==> config.mk <==
export PLATFORM = sky130hd
export DESIGN_NAME = npi_unit
export DESIGN_NICKNAME = d
export VERILOG_FILES = /design/src/hw/npi_pkg.sv /design/src/hw/npi_unit.sv
export SDC_FILE = /design/constraint.sdc
export NUM_CORES = 1
export LEC_CHECK = 0
export BUFFER_PORTS_ARGS = -buffer_cell sky130_fd_sc_hd__buf_4
export CAP_MARGIN = 20
export CORE_ASPECT_RATIO = 1.75
export CORE_MARGIN = 1
export CORE_UTILIZATION = 55
export CTS_CLUSTER_DIAMETER = 200
export DETAILED_ROUTE_END_ITERATION = 8
export GPL_TIMING_DRIVEN = 1
export PLACE_DENSITY = 0.72
export SLEW_MARGIN = 20
export SYNTH_ARGS = -nofsm -noshare
export SYNTH_HDL_FRONTEND = slang
export SYNTH_SLANG_ARGS = --single-unit
==> constraint.sdc <==
create_clock -name clock -period 13 [get_ports clock]
set_input_delay 2.6 -clock clock [delete_from_list [all_inputs] [get_ports clock]]
set_output_delay 2.6 -clock clock [all_outputs]
set_load 0.03 [all_outputs]
==> src/hw/npi_pkg.sv <==
// Constants, types and register map of the nested priority interrupt unit
`default_nettype none

package npi_pkg;
    localparam int NSRC = 7;
    localparam int NEXT = 4;
    localparam int AW = 6;
    localparam int DW = 16;
    localparam int KW = 6;
    // Source index order is also the tie-break order
    localparam int SRC_TMR = 0;
    localparam int SRC_DMA0 = 1;
    localparam int SRC_DMA1 = 2;
    localparam int SRC_EXA = 3;
    localparam int SRC_EXB = 4;
    localparam int SRC_EXC = 5;
    localparam int SRC_EXD = 6;
    localparam logic [AW-1:0] OFS_EOI = 6'h00;
    localparam logic [AW-1:0] OFS_POLL = 6'h04;
    localparam logic [AW-1:0] OFS_PSTAT = 6'h08;
    localparam logic [AW-1:0] OFS_MASK = 6'h0C;
    localparam logic [AW-1:0] OFS_INSV = 6'h10;
    localparam logic [AW-1:0] OFS_REQ = 6'h14;
    localparam logic [AW-1:0] OFS_RELOC = 6'h18;
    localparam logic [AW-1:0] OFS_CTL0 = 6'h20;
    localparam int EOI_NONSPEC = 15;
    localparam int POLL_VALID = 15;
    localparam int RELOC_SLAVE = 14;
    localparam int VW = 5;
    // Writable control bits per source kind
    localparam logic [6:0] CTL_WM_INT = 7'h0F;
    localparam logic [6:0] CTL_WM_CD = 7'h1F;
    localparam logic [6:0] CTL_WM_AB = 7'h7F;
    localparam logic [6:0] CTL_RESET = 7'h0F;
    localparam logic [7:0] VEC_SPURIOUS = 8'h07;
    localparam logic [VW-1:0] VEC_TAB [NSRC] = '{
        5'h08, 5'h0A, 5'h0B, 5'h0C, 5'h0D, 5'h0E, 5'h0F};

    typedef struct packed {
        logic special_nested_bit;
        logic cas;
        logic trigger_mode_bit;
        logic msk;
        logic [2:0] pri;
    } npi_ctl_s;

    typedef struct packed {
        logic [AW-1:0] addr;
        logic [DW-1:0] wdata;
        logic wr;
        logic rd;
    } npi_bus_s;

    typedef enum logic {ST_IDLE, ST_CASC} npi_state_e;
endpackage

`default_nettype wire

==> src/hw/npi_unit.sv <==
// Nested priority interrupt unit, master mode, with register port
`default_nettype none

module npi_unit (
    input wire logic clock,
    input wire logic rst,
    input wire npi_pkg::npi_bus_s bus,
    output logic [npi_pkg::DW-1:0] rdata,
    input wire logic [2:0] timer_irq,
    input wire logic [1:0] dma_irq,
    input wire logic ext_request_a,
    input wire logic ext_request_b,
    input wire logic ext_request_c_or_ack_a_in,
    output logic ext_request_c_or_ack_a_out,
    output logic ext_request_c_or_ack_a_oe,
    input wire logic ext_request_d_or_ack_b_in,
    output logic ext_request_d_or_ack_b_out,
    output logic ext_request_d_or_ack_b_oe,
    input wire logic nmi_pin,
    input wire logic [7:0] ext_vector,
    input wire logic acknowledge_cycle,
    output logic cpu_intr,
    output logic cpu_nmi,
    output logic vec_valid,
    output logic [7:0] vec_type
);
    localparam int N = npi_pkg::NSRC;
    localparam int KW = npi_pkg::KW;

    ////////////////////////////////////////////////////////////////////
    // Functions

    function automatic logic [2:0] idx3(input int i);
        return 3'(i);
    endfunction

    // Lowest key wins: level first, then fixed source order
    function automatic logic [3:0] pick(input logic [N-1:0] cand,
                                        input logic [N*KW-1:0] keys);
        logic [3:0] best;
        logic [KW-1:0] bk;
        best = 4'h0;
        bk = 6'h3F;
        for (int i = 0; i < N; i++) begin
            if (cand[i] && (!best[3] || keys[i*KW +: KW] < bk)) begin
                best = {1'b1, idx3(i)};
                bk = keys[i*KW +: KW];
            end
        end
        return best;
    endfunction

    function automatic logic [N-1:0] onehot(input logic [3:0] w);
        logic [N-1:0] v;
        v = '0;
        for (int i = 0; i < N; i++) begin
            v[i] = w[3] && (w[2:0] == idx3(i));
        end
        return v;
    endfunction

    function automatic logic [npi_pkg::AW-1:0] ctl_ofs(input int i);
        return npi_pkg::OFS_CTL0 + npi_pkg::AW'(4 * i);
    endfunction

    ////////////////////////////////////////////////////////////////////
    // State

    npi_pkg::npi_ctl_s ctl_reg [N];
    npi_pkg::npi_ctl_s ctl_next [N];
    npi_pkg::npi_state_e st_reg;
    logic [N-1:0] is_reg;
    logic [N-1:0] is_next;
    logic [2:0] ireq_reg;
    logic [2:0] ireq_next;
    logic [3:0] armed_reg;
    logic [3:0] armed_next;
    logic [3:0] pin_s1_reg;
    logic [3:0] pin_s2_reg;
    logic nmi_s1_reg;
    logic nmi_s2_reg;
    logic [7:0] xv_s1_reg;
    logic [7:0] xv_s2_reg;
    logic slave_reg;
    logic pair_reg;
    logic [npi_pkg::DW-1:0] rdata_reg;
    logic intr_reg;
    logic nmi_reg;
    logic vv_reg;
    logic [7:0] vt_reg;
    logic ack_a_reg;
    logic ack_b_reg;
    logic oe_a_reg;
    logic oe_b_reg;

    ////////////////////////////////////////////////////////////////////
    // Decode and priority

    logic wr_eoi, wr_mask, wr_insv, wr_req, wr_reloc;
    logic rd_poll, rd_pstat;
    assign wr_eoi = bus.wr && bus.addr == npi_pkg::OFS_EOI;
    assign wr_mask = bus.wr && bus.addr == npi_pkg::OFS_MASK;
    assign wr_insv = bus.wr && bus.addr == npi_pkg::OFS_INSV;
    assign wr_req = bus.wr && bus.addr == npi_pkg::OFS_REQ;
    assign wr_reloc = bus.wr && bus.addr == npi_pkg::OFS_RELOC;
    assign rd_poll = bus.rd && bus.addr == npi_pkg::OFS_POLL;
    assign rd_pstat = bus.rd && bus.addr == npi_pkg::OFS_PSTAT;

    logic cas_a, cas_b;
    logic [3:0] lvl;
    logic [3:0] ext_req;
    logic [3:0] ext_en;
    logic [N-1:0] raw_req, msk_v, pend, special_nested_bit_ok, blocked, elig;
    logic [N*KW-1:0] keys;
    logic [3:0] win, isb;
    logic [KW-1:0] win_key, isb_key;

    assign cas_a = ctl_reg[npi_pkg::SRC_EXA].cas;
    assign cas_b = ctl_reg[npi_pkg::SRC_EXB].cas;
    assign lvl = pin_s2_reg;
    // Slave mode stops all external inputs; cascade borrows pins c, d
    assign ext_en = {~cas_b, ~cas_a, 2'b11} & {4{~slave_reg}};

    // Keys passed in, so continuous users re-evaluate on priority writes
    function automatic logic [N-1:0] lower_than(input logic [N*KW-1:0] k,
                                                input int s);
        logic [N-1:0] v;
        v = '0;
        for (int j = 0; j < N; j++) begin
            v[j] = k[j*KW +: KW] <= k[s*KW +: KW];
        end
        return v;
    endfunction

    genvar g;
    generate
        for (g = 0; g < N; g++) begin : g_src
            assign keys[g*KW +: KW] = {ctl_reg[g].pri, idx3(g)};
            assign msk_v[g] = ctl_reg[g].msk;
            assign blocked[g] = |(is_reg & (~special_nested_bit_ok | ~onehot({1'b1,
                idx3(g)})) & lower_than(keys, g));
        end
        for (g = 0; g < 4; g++) begin : g_ext
            assign ext_req[g] = ext_en[g] && lvl[g] &&
                (ctl_reg[npi_pkg::SRC_EXA + g].trigger_mode_bit || armed_reg[g]);
        end
    endgenerate

    assign special_nested_bit_ok = {2'b00, ctl_reg[npi_pkg::SRC_EXB].special_nested_bit,
        ctl_reg[npi_pkg::SRC_EXA].special_nested_bit, 3'b000};
    assign raw_req = {ext_req, ireq_reg};
    assign pend = raw_req & ~msk_v;
    assign elig = pend & ~blocked;
    assign win = pick(elig, keys);
    assign isb = pick(is_reg, keys);
    assign win_key = keys[win[2:0]*KW +: KW];
    assign isb_key = keys[isb[2:0]*KW +: KW];

    logic win_casc;
    assign win_casc = win[3] && ((win[2:0] == idx3(npi_pkg::SRC_EXA) && cas_a)
        || (win[2:0] == idx3(npi_pkg::SRC_EXB) && cas_b));

    ////////////////////////////////////////////////////////////////////
    // Acknowledge, poll and end-of-service

    logic ack_idle, take;
    logic [N-1:0] take_v, eoi_clr, spec_v;
    assign ack_idle = acknowledge_cycle && st_reg == npi_pkg::ST_IDLE;
    assign take = (ack_idle || rd_poll) && win[3];
    assign take_v = take ? onehot(win) : '0;

    generate
        for (g = 0; g < N; g++) begin : g_eoi
            assign spec_v[g] = bus.wdata[npi_pkg::VW-1:0] ==
                npi_pkg::VEC_TAB[g];
        end
    endgenerate
    assign eoi_clr = !wr_eoi ? '0 : bus.wdata[npi_pkg::EOI_NONSPEC] ?
        onehot(isb) : spec_v;

    // A new acknowledge wins over a clear in the same cycle
    assign is_next = ((wr_insv ? bus.wdata[N-1:0] : is_reg) & ~eoi_clr)
        | take_v;
    assign ireq_next = ((wr_req ? bus.wdata[2:0] : ireq_reg) & ~take_v[2:0])
        | {dma_irq, |timer_irq};
    assign armed_next = (armed_reg & ~take_v[N-1:3]) | ~lvl;

    generate
        for (g = 0; g < N; g++) begin : g_ctl
            localparam logic [6:0] WM = g < npi_pkg::SRC_EXA ?
                npi_pkg::CTL_WM_INT : g < npi_pkg::SRC_EXC ?
                npi_pkg::CTL_WM_AB : npi_pkg::CTL_WM_CD;
            always_comb begin
                ctl_next[g] = ctl_reg[g];
                if (bus.wr && bus.addr == ctl_ofs(g)) begin
                    ctl_next[g] = bus.wdata[6:0] & WM;
                end
                if (wr_mask) begin
                    ctl_next[g].msk = bus.wdata[g];
                end
            end
        end
    endgenerate

    ////////////////////////////////////////////////////////////////////
    // Read data

    logic [npi_pkg::DW-1:0] poll_w, rd_mux;
    logic [npi_pkg::DW-1:0] ctl_rd [N];
    assign poll_w = {win[3], 10'h000,
        npi_pkg::VEC_TAB[win[2:0]] & {npi_pkg::VW{win[3]}}};
    generate
        for (g = 0; g < N; g++) begin : g_rd
            assign ctl_rd[g] = bus.addr == ctl_ofs(g) ?
                {9'h000, ctl_reg[g]} : 16'h0000;
        end
    endgenerate

    always_comb begin
        rd_mux = 16'h0000;
        for (int i = 0; i < N; i++) begin
            rd_mux = rd_mux | ctl_rd[i];
        end
        unique case (bus.addr)
            npi_pkg::OFS_POLL, npi_pkg::OFS_PSTAT: rd_mux = poll_w;
            npi_pkg::OFS_MASK: rd_mux = {9'h000, msk_v};
            npi_pkg::OFS_INSV: rd_mux = {9'h000, is_reg};
            npi_pkg::OFS_REQ: rd_mux = {9'h000, raw_req};
            npi_pkg::OFS_RELOC:
                rd_mux = 16'(slave_reg) << npi_pkg::RELOC_SLAVE;
            default: rd_mux = rd_mux;
        endcase
    end

    ////////////////////////////////////////////////////////////////////
    // Registers

    always_ff @(posedge clock or posedge rst) begin
        if (rst) begin
            pin_s1_reg <= 4'h0;
            pin_s2_reg <= 4'h0;
            nmi_s1_reg <= 1'b0;
            nmi_s2_reg <= 1'b0;
            xv_s1_reg <= 8'h00;
            xv_s2_reg <= 8'h00;
        end else begin
            pin_s1_reg <= {ext_request_d_or_ack_b_in,
                ext_request_c_or_ack_a_in, ext_request_b, ext_request_a};
            pin_s2_reg <= pin_s1_reg;
            nmi_s1_reg <= nmi_pin;
            nmi_s2_reg <= nmi_s1_reg;
            xv_s1_reg <= ext_vector;
            xv_s2_reg <= xv_s1_reg;
        end
    end

    always_ff @(posedge clock or posedge rst) begin
        if (rst) begin
            for (int i = 0; i < N; i++) begin
                ctl_reg[i] <= npi_pkg::CTL_RESET;
            end
            is_reg <= '0;
            ireq_reg <= 3'h0;
            armed_reg <= 4'h0;
            slave_reg <= 1'b0;
        end else begin
            for (int i = 0; i < N; i++) begin
                ctl_reg[i] <= ctl_next[i];
            end
            is_reg <= is_next;
            ireq_reg <= ireq_next;
            armed_reg <= armed_next;
            if (wr_reloc) begin
                slave_reg <= bus.wdata[npi_pkg::RELOC_SLAVE];
            end
        end
    end

    // Cascaded source: first acknowledge drives the pair's pin,
    // second one carries the vector that the far controller put out
    always_ff @(posedge clock or posedge rst) begin
        if (rst) begin
            st_reg <= npi_pkg::ST_IDLE;
            pair_reg <= 1'b0;
            vv_reg <= 1'b0;
            vt_reg <= 8'h00;
            ack_a_reg <= 1'b0;
            ack_b_reg <= 1'b0;
        end else begin
            vv_reg <= 1'b0;
            unique case (st_reg)
                npi_pkg::ST_IDLE: if (acknowledge_cycle) begin
                    if (win_casc) begin
                        st_reg <= npi_pkg::ST_CASC;
                        pair_reg <= win[2:0] == idx3(npi_pkg::SRC_EXA);
                        ack_a_reg <= win[2:0] == idx3(npi_pkg::SRC_EXA);
                        ack_b_reg <= win[2:0] == idx3(npi_pkg::SRC_EXB);
                    end else begin
                        vv_reg <= 1'b1;
                        vt_reg <= win[3] ? 8'(npi_pkg::VEC_TAB[win[2:0]])
                            : npi_pkg::VEC_SPURIOUS;
                    end
                end
                npi_pkg::ST_CASC: if (acknowledge_cycle) begin
                    st_reg <= npi_pkg::ST_IDLE;
                    vv_reg <= 1'b1;
                    vt_reg <= xv_s2_reg;
                    ack_a_reg <= 1'b0;
                    ack_b_reg <= 1'b0;
                end
            endcase
        end
    end

    always_ff @(posedge clock or posedge rst) begin
        if (rst) begin
            rdata_reg <= 16'h0000;
            intr_reg <= 1'b0;
            nmi_reg <= 1'b0;
            oe_a_reg <= 1'b0;
            oe_b_reg <= 1'b0;
        end else begin
            rdata_reg <= bus.rd ? rd_mux : 16'h0000;
            intr_reg <= win[3];
            nmi_reg <= nmi_s2_reg;
            oe_a_reg <= cas_a && !slave_reg;
            oe_b_reg <= cas_b && !slave_reg;
        end
    end

    assign rdata = rdata_reg;
    assign cpu_intr = intr_reg;
    assign cpu_nmi = nmi_reg;
    assign vec_valid = vv_reg;
    assign vec_type = vt_reg;
    assign ext_request_c_or_ack_a_out = ack_a_reg;
    assign ext_request_c_or_ack_a_oe = oe_a_reg;
    assign ext_request_d_or_ack_b_out = ack_b_reg;
    assign ext_request_d_or_ack_b_oe = oe_b_reg;
endmodule

`default_nettype wire

Yosys cells after proc, flatten, opt, wreduce, memory -nomap -nowiden
Memories as Yosys holds them, arrays and structs flattened.
Index checks and enable logic that the tools add are counted.
{ "totals": {"regBits": 109, "rom_bits": 40, "input_bits": 45, "out_inout_bits": 31, "wordCells": 365, "memories": 1} }
{ "op_classes": {"order_cmp": 62, "n_eq_ne": 36, "mux": 76, "bitwise_logic": 42, "n_reduce_logical": 106} }
{ "mem_list": {"columns": ["name", "depth", "width", "rd", "rd_clocked_by_memory_dff", "write_ports", "line", "text"], "rows": [
  ["(name not given)", 8, 5, 1, 0, 0, "npi_unit.sv:300", "vt_reg <= win[3] ? 8'(npi_pkg::VEC_TAB[win[2:0]])"]
]} }
{ "op_table": {"columns": ["operator", "n"], "rows": [
  ["$le 6x6->1", 49],
  ["$and 7x7->7", 17],
  ["$mux 4", 24],
  ["$pmux 16 s5", 1],
  ["$lt 6x6->1", 12],
  ["$mux 6", 12],
  ["$logic_and 1x1->1", 54],
  ["$reduce_or 7->1", 7],
  ["$eq 6x6->1 const B", 7],
  ["$mux 7", 6],
  ["$eq 5x4->1 const B", 7],
  ["$mux 5", 5],
  ["$mux 8", 3],
  ["$not 7->7", 3],
  ["$eq 3x3->1 const B", 6],
  ["$eq 6x5->1 const B", 3],
  ["$logic_or 1x1->1", 18],
  ["$mux 1", 18],
  ["$mux 16", 1],
  ["$pmux 8 s2", 1],
  ["$or 7x5->7", 2],
  ["$or 7x7->7", 2],
  ["$reduce_bool 2->1", 7],
  ["$logic_not 1->1", 13],
  ["other kinds (24)", 44]
]} }

Longest topological paths before layout
{ "logic_depth": {"depth_word": 39, "mapped_depth": 55, "mapped_depth_nobuf": 53} }

Least setup slack after synthesis
No wires, ideal clock.
{ "synth_timing": {"path_kind": "flip-flop to flip-flop", "from": "register ctl_reg[2] (netlist bit)", "to": "register vt_reg[2], in the netlist vec_type[2]", "arrival_time_ns": 10.509, "required_time_ns": 12.875, "setup_slack_ns": 2.366, "stages_incl_launch_ff": 55, "n_path_buf": 2, "path_cell_list": "dfstp_2 -> inv_1 -> ha_1 -> a21oi_1 -> a21oi_1 -> a2111o_1 -> or3_1 -> inv_1 -> ha_1 -> inv_1 -> o311ai_0 -> nand4_1 -> o211a_4 -> mux2i_1 -> inv_1 -> ha_1 -> nor2_1 -> a211o_1 -> [... 19 more ...] -> ha_1 -> o21ai_0 -> nand2b_1 -> a21oi_1 -> o21ai_1 -> mux2_2 -> ha_1 -> o21ai_0 -> nand2b_1 -> a21oi_1 -> o21ai_0 -> and2_1 -> ha_1 -> nand3_1 -> mux2i_1 -> or2_1 -> buf_4 -> mux2_4"} }
{ "synth_via": {"elab_chain_len": 38, "elab_cells_between_ends": 82, "classes_between": "order compare: 19; eq/ne: 3; mux: 19; bitwise: 10; reduce/logical: 30; memory: 1"} }
{ "synth_rtl": {"columns": ["element", "line", "text"], "rows": [
  ["start: declaration", "npi_unit.sv:69", "npi_pkg::npi_ctl_s ctl_reg [N];"],
  ["start signal: indexed assignment", "npi_unit.sv:260", "ctl_reg[i] <= npi_pkg::CTL_RESET;"],
  ["start signal: indexed assignment", "npi_unit.sv:268", "ctl_reg[i] <= ctl_next[i];"],
  ["$le 6x6->1", "npi_unit.sv:130", "v[j] = k[j*KW +: KW] <= k[s*KW +: KW];"],
  ["$and 7x7->7", "npi_unit.sv:141", "idx3(g)})) & lower_than(keys, g));"],
  ["$reduce_or 7->1", "npi_unit.sv:140", "assign blocked[g] = |(is_reg & (~special_nested_bit_ok | ~onehot({1'b1,"],
  ["$not 7->7", "npi_unit.sv:153", "assign elig = pend & ~blocked;"],
  ["$and 7x7->7", "npi_unit.sv:153", null],
  ["$mux 6 or $mux 4 (tied branches)", "npi_unit.sv:45", "if (cand[i] && (!best[3] || keys[i*KW +: KW] < bk)) begin"],
  ["$lt 6x6->1 or $logic_not 1->1 (tied branches)", "npi_unit.sv:45", null],
  ["$logic_or 1x1->1", "npi_unit.sv:45", null],
  ["[... 21 more ...]", null, null],
  ["$mux 4 *", "npi_unit.sv:45", null],
  ["$not 3->4 (implied by the code)", "npi_unit.sv:300", null],
  ["$mem_v2 8x5", null, null],
  ["$mux 5 (implied by the code) (2 in series)", "npi_unit.sv:300", null],
  ["$mux 5", "npi_unit.sv:300", null],
  ["$mux 8", "npi_unit.sv:293", "if (win_casc) begin"],
  ["$mux 8", "npi_unit.sv:292", "npi_pkg::ST_IDLE: if (acknowledge_cycle) begin"],
  ["$pmux 8 s2", "npi_unit.sv:291", "unique case (st_reg)"],
  ["end signal: assignment", "npi_unit.sv:300", null],
  ["end signal: assignment", "npi_unit.sv:307", "vt_reg <= xv_s2_reg;"],
  ["end: declaration", "npi_unit.sv:90", "logic [7:0] vt_reg;"]
]} }
Mark *: on every way between the ends. The rest lies on a longest branch, timed or not. The select of a mux whose other input is x is not followed.
A chain may end at the register's enable or synchronous reset.

Final worst setup path
{ "layout_timing": {"from": "register ctl_reg[16] (netlist bit)", "to": "register vt_reg[2], in the netlist vec_type[2]"} }
Same word-level chain as after synthesis.

==> impl_metrics.env <==
export IMPL_status="complete, no violations"
export IMPL_layout_common_cells="buf_4 (77), ha_1 (75), dfrtp_1 (74)"
export IMPL_routed_wl_mm=23.9
export IMPL_clkTransAtPathRegs_ns=0.07
export IMPL_viasPerCell=6.51
export IMPL_root_buffer="clkbuf_16"
export IMPL_slew_limit_headroom_pct=31.8
export IMPL_diodes=0
export IMPL_track_usage_pct=36.8
export IMPL_io_buffers=61
export IMPL_coreArea_um2=13000
export IMPL_p_sw_uw=537
export IMPL_yosys_area_top_type="dfrtp_1"
export IMPL_largest_reg_flops=34
export IMPL_worstPathRequired_ns=13.24
export IMPL_grt_pass1_vias=6776
export IMPL_worst_pin_slew_ns=0.998
export IMPL_yosys_warnings=0
export IMPL_hold_depth=0
export IMPL_setup_viol=0
export IMPL_reg2reg_from="ctl_reg[16]"
export IMPL_syn_area_um2=7360
export IMPL_synth_edf_count=0
export IMPL_grt_pass1_wl_mm=36.9
export IMPL_vias=6525
export IMPL_critical_path_class="reg -> reg"
export IMPL_gp_congestion=0.981
export IMPL_area_growth_pct=12.7
export IMPL_max_cap_viol_count=0
export IMPL_finalHoldViolations=0
export IMPL_overflow=0
export IMPL_holdPathEnd="lvl[3]"
export IMPL_pwr_share_seq_pct=33.7
export IMPL_layout_commonest_cell="buf_4"
export IMPL_drc=0
export IMPL_hold_start="pin_s1_reg[3]"
export IMPL_slowest_delay_ns=0.72
export IMPL_synth_top_area_share_pct=25.1
export IMPL_fp_row_count=55
export IMPL_fin_nets=948
export IMPL_finalClockSkew_ns=0.00739
export IMPL_layout_drive_gt1_share_pct=22.7
export IMPL_crit_start="ctl_reg[16]"
export IMPL_syn_area_per_cell_um2=9.56
export IMPL_dp_cells=984
export IMPL_finalCriticalPeriod_ns=12.29
export IMPL_p_int_uw=750
export IMPL_cts_tree="yes"
export IMPL_rsz0062_at_grt="no"
export IMPL_layout_setup_ws_ns=0.712
export IMPL_cp_slowest_cell="dfstp_4"
export IMPL_grt_max_degree=74
export IMPL_peakVddDrop_mv=0.115
export IMPL_period_share_pct=94.5
export IMPL_fp_dieH_um=155
export IMPL_r2r_end="vec_type[2]"
export IMPL_synth_area_leaders="dfrtp_1 (25%), ha_1 (13%), dfstp_2 (10%)"
export IMPL_cp_start_kind="register"
export IMPL_synth_cell_types=81
export IMPL_final_cells=1003
export IMPL_firstDrtPassIters=5
export IMPL_dp_hpwl_mm=18.0
export IMPL_powerDensity_nw_per_um2=155
export IMPL_hp_class="reg -> reg"
export IMPL_clkSinkCount=102
export IMPL_combPwrFrac_pct=45.4
export IMPL_fmax_mhz=81.4
export IMPL_dieArea_um2=13900
export IMPL_synthArstFlopShare_pct=100
export IMPL_synthFlopType="dfrtp_1"
export IMPL_reg2reg_depth=53
export IMPL_leakagePower_uw=0.00381
export IMPL_worst_endpoint_arrival_ns=12.52
export IMPL_reg2reg_slack_ns=0.71
export IMPL_ys_ff_latch=102
export IMPL_clockBufferDepth=2
export IMPL_synthesis_instances=770
export IMPL_pwr_share_clk_pct=20.9
export IMPL_start_util_pct=56.6
export IMPL_ant_nets=0
export IMPL_yosysSeqAreaShare_pct=35.1
export IMPL_numCtsBuffers=9
export IMPL_wl_per_cell_um=23.8
export IMPL_path_max_fanout=15
export IMPL_clk_latency_ns=0.35
export IMPL_path_common_cell="ha_1"
export IMPL_die_w_um=89.5
export IMPL_drtIter0Drc=417
export IMPL_cp_end_kind="register"
export IMPL_place_ws_ns=0.603
export IMPL_antenna_found_initial=0
export IMPL_swShare_pct=41.7
export IMPL_fin_setup_tns_ns=0
export IMPL_cts_max_level=3
export IMPL_slew_viol_final=0
export IMPL_ios=76
## cell families (layout without fill, tap and decap cells)
logic type | after synthesis | in the layout | synth area share [%]
adder cells (fa/ha/maj) | 76 | 76 | 12.9
AND/OR/NAND/NOR | 229 | 229 | 16.7
flip-flops | 102 | 102 | 35.1
other | 1 | 7 | 0.0509
AO/OA/AOI/OAI | 207 | 207 | 19.4
buffers and inverters | 82 | 138 | 5.00
multiplexers | 73 | 73 | 10.8
## worst max-delay path by stage
stage	endpoint	cells past startpoint	slack (ns)
floorplan	vec_type[2]	54	2.37
global placement	vec_type[2]	52	1.11
detailed placement	vec_type[2]	52	0.60
CTS	vec_type[2]	52	0.53
global route	vec_type[2]	52	0.02
finish	vec_type[2]	53	0.71
## Yosys cell counts, types with 5 or more instances
cell type   n
nand2b_1   12
a21oi_1    55
clkbuf_1   19
mux2i_1    25
ha_1       76
o21ai_0    42
mux2_2     47
nor2b_1    10
nor3_1     19
and4b_1     6
inv_1      45
nand4b_1   15
o211ai_1    6
nand2_1    47
dfstp_2    28
o21a_1      9
and3_1      5
nor2_1     56
a22oi_1    10
a31oi_1     9
and2_1      5
a221oi_1    6
nand3_1    25
a32o_1      5
buf_4      11
dfrtp_1    74
o21ai_1     5
a21o_1     10
## per-stage QoR
step	power (uW)	hold WS [ns]	utilization [%]	instance area [um2]
5_1_grt	1370	0.358	63.8	8300
4_1_cts	1270	0.351	63.5	8260
2_1_floorplan	825	0.331	-	7390
6_report	1290	0.351	63.8	8300
3_3_place_gp	973	0.331	61.2	7960
3_5_place_dp	1000	0.336	61.2	7960
## worst max-delay path: cells and delay by family, from the launching register on
| kind | cells | cell delay, ns |
|---|---|---|
| DFF | 1 | 0.72 |
| AOI/OAI and AO/OA | 18 | 4.43 |
| muxes | 6 | 1.97 |
| and+or+nand+nor | 14 | 2.17 |
| adders and majority gates | 8 | 2.09 |
| buffers and inverters | 7 | 0.76 |
## power by group through the flow
stage / Clock (uW) / Sequential [uW] / Combinational [uW]
floorplan: 0 / 411 / 414
global placement: 0 / 434 / 540
finish: 269 / 433 / 584
global route: 283 / 437 / 647
CTS: 274 / 429 / 570
detailed placement: 0 / 434 / 566
## area by class of cell
class | count | area (um2)
multi-input combinational | 592 | 4440
fill | 1071 | 4710
clock inverter | 6 | 60.1
timing repair buffer | 77 | 578
inverter | 45 | 175
sequential | 102 | 2590
clock buffer | 10 | 239
tap | 171 | 214
## per-layer routing
metal / track usage (%) / share of wire, %
met1: 38.6 / 34
met2: 61.1 / 50
met3: 8.59 / 6.8
met4: 29.5 / 9.0
met5: 0 / 0
## what timing repair did
item,4_1_cts,5_1_grt
hold buffers,0,0
gates resized for setup,0,7
setup endpoints to repair,0,14
buffers inserted,0,3
Power figures use the tool's default switching activity.
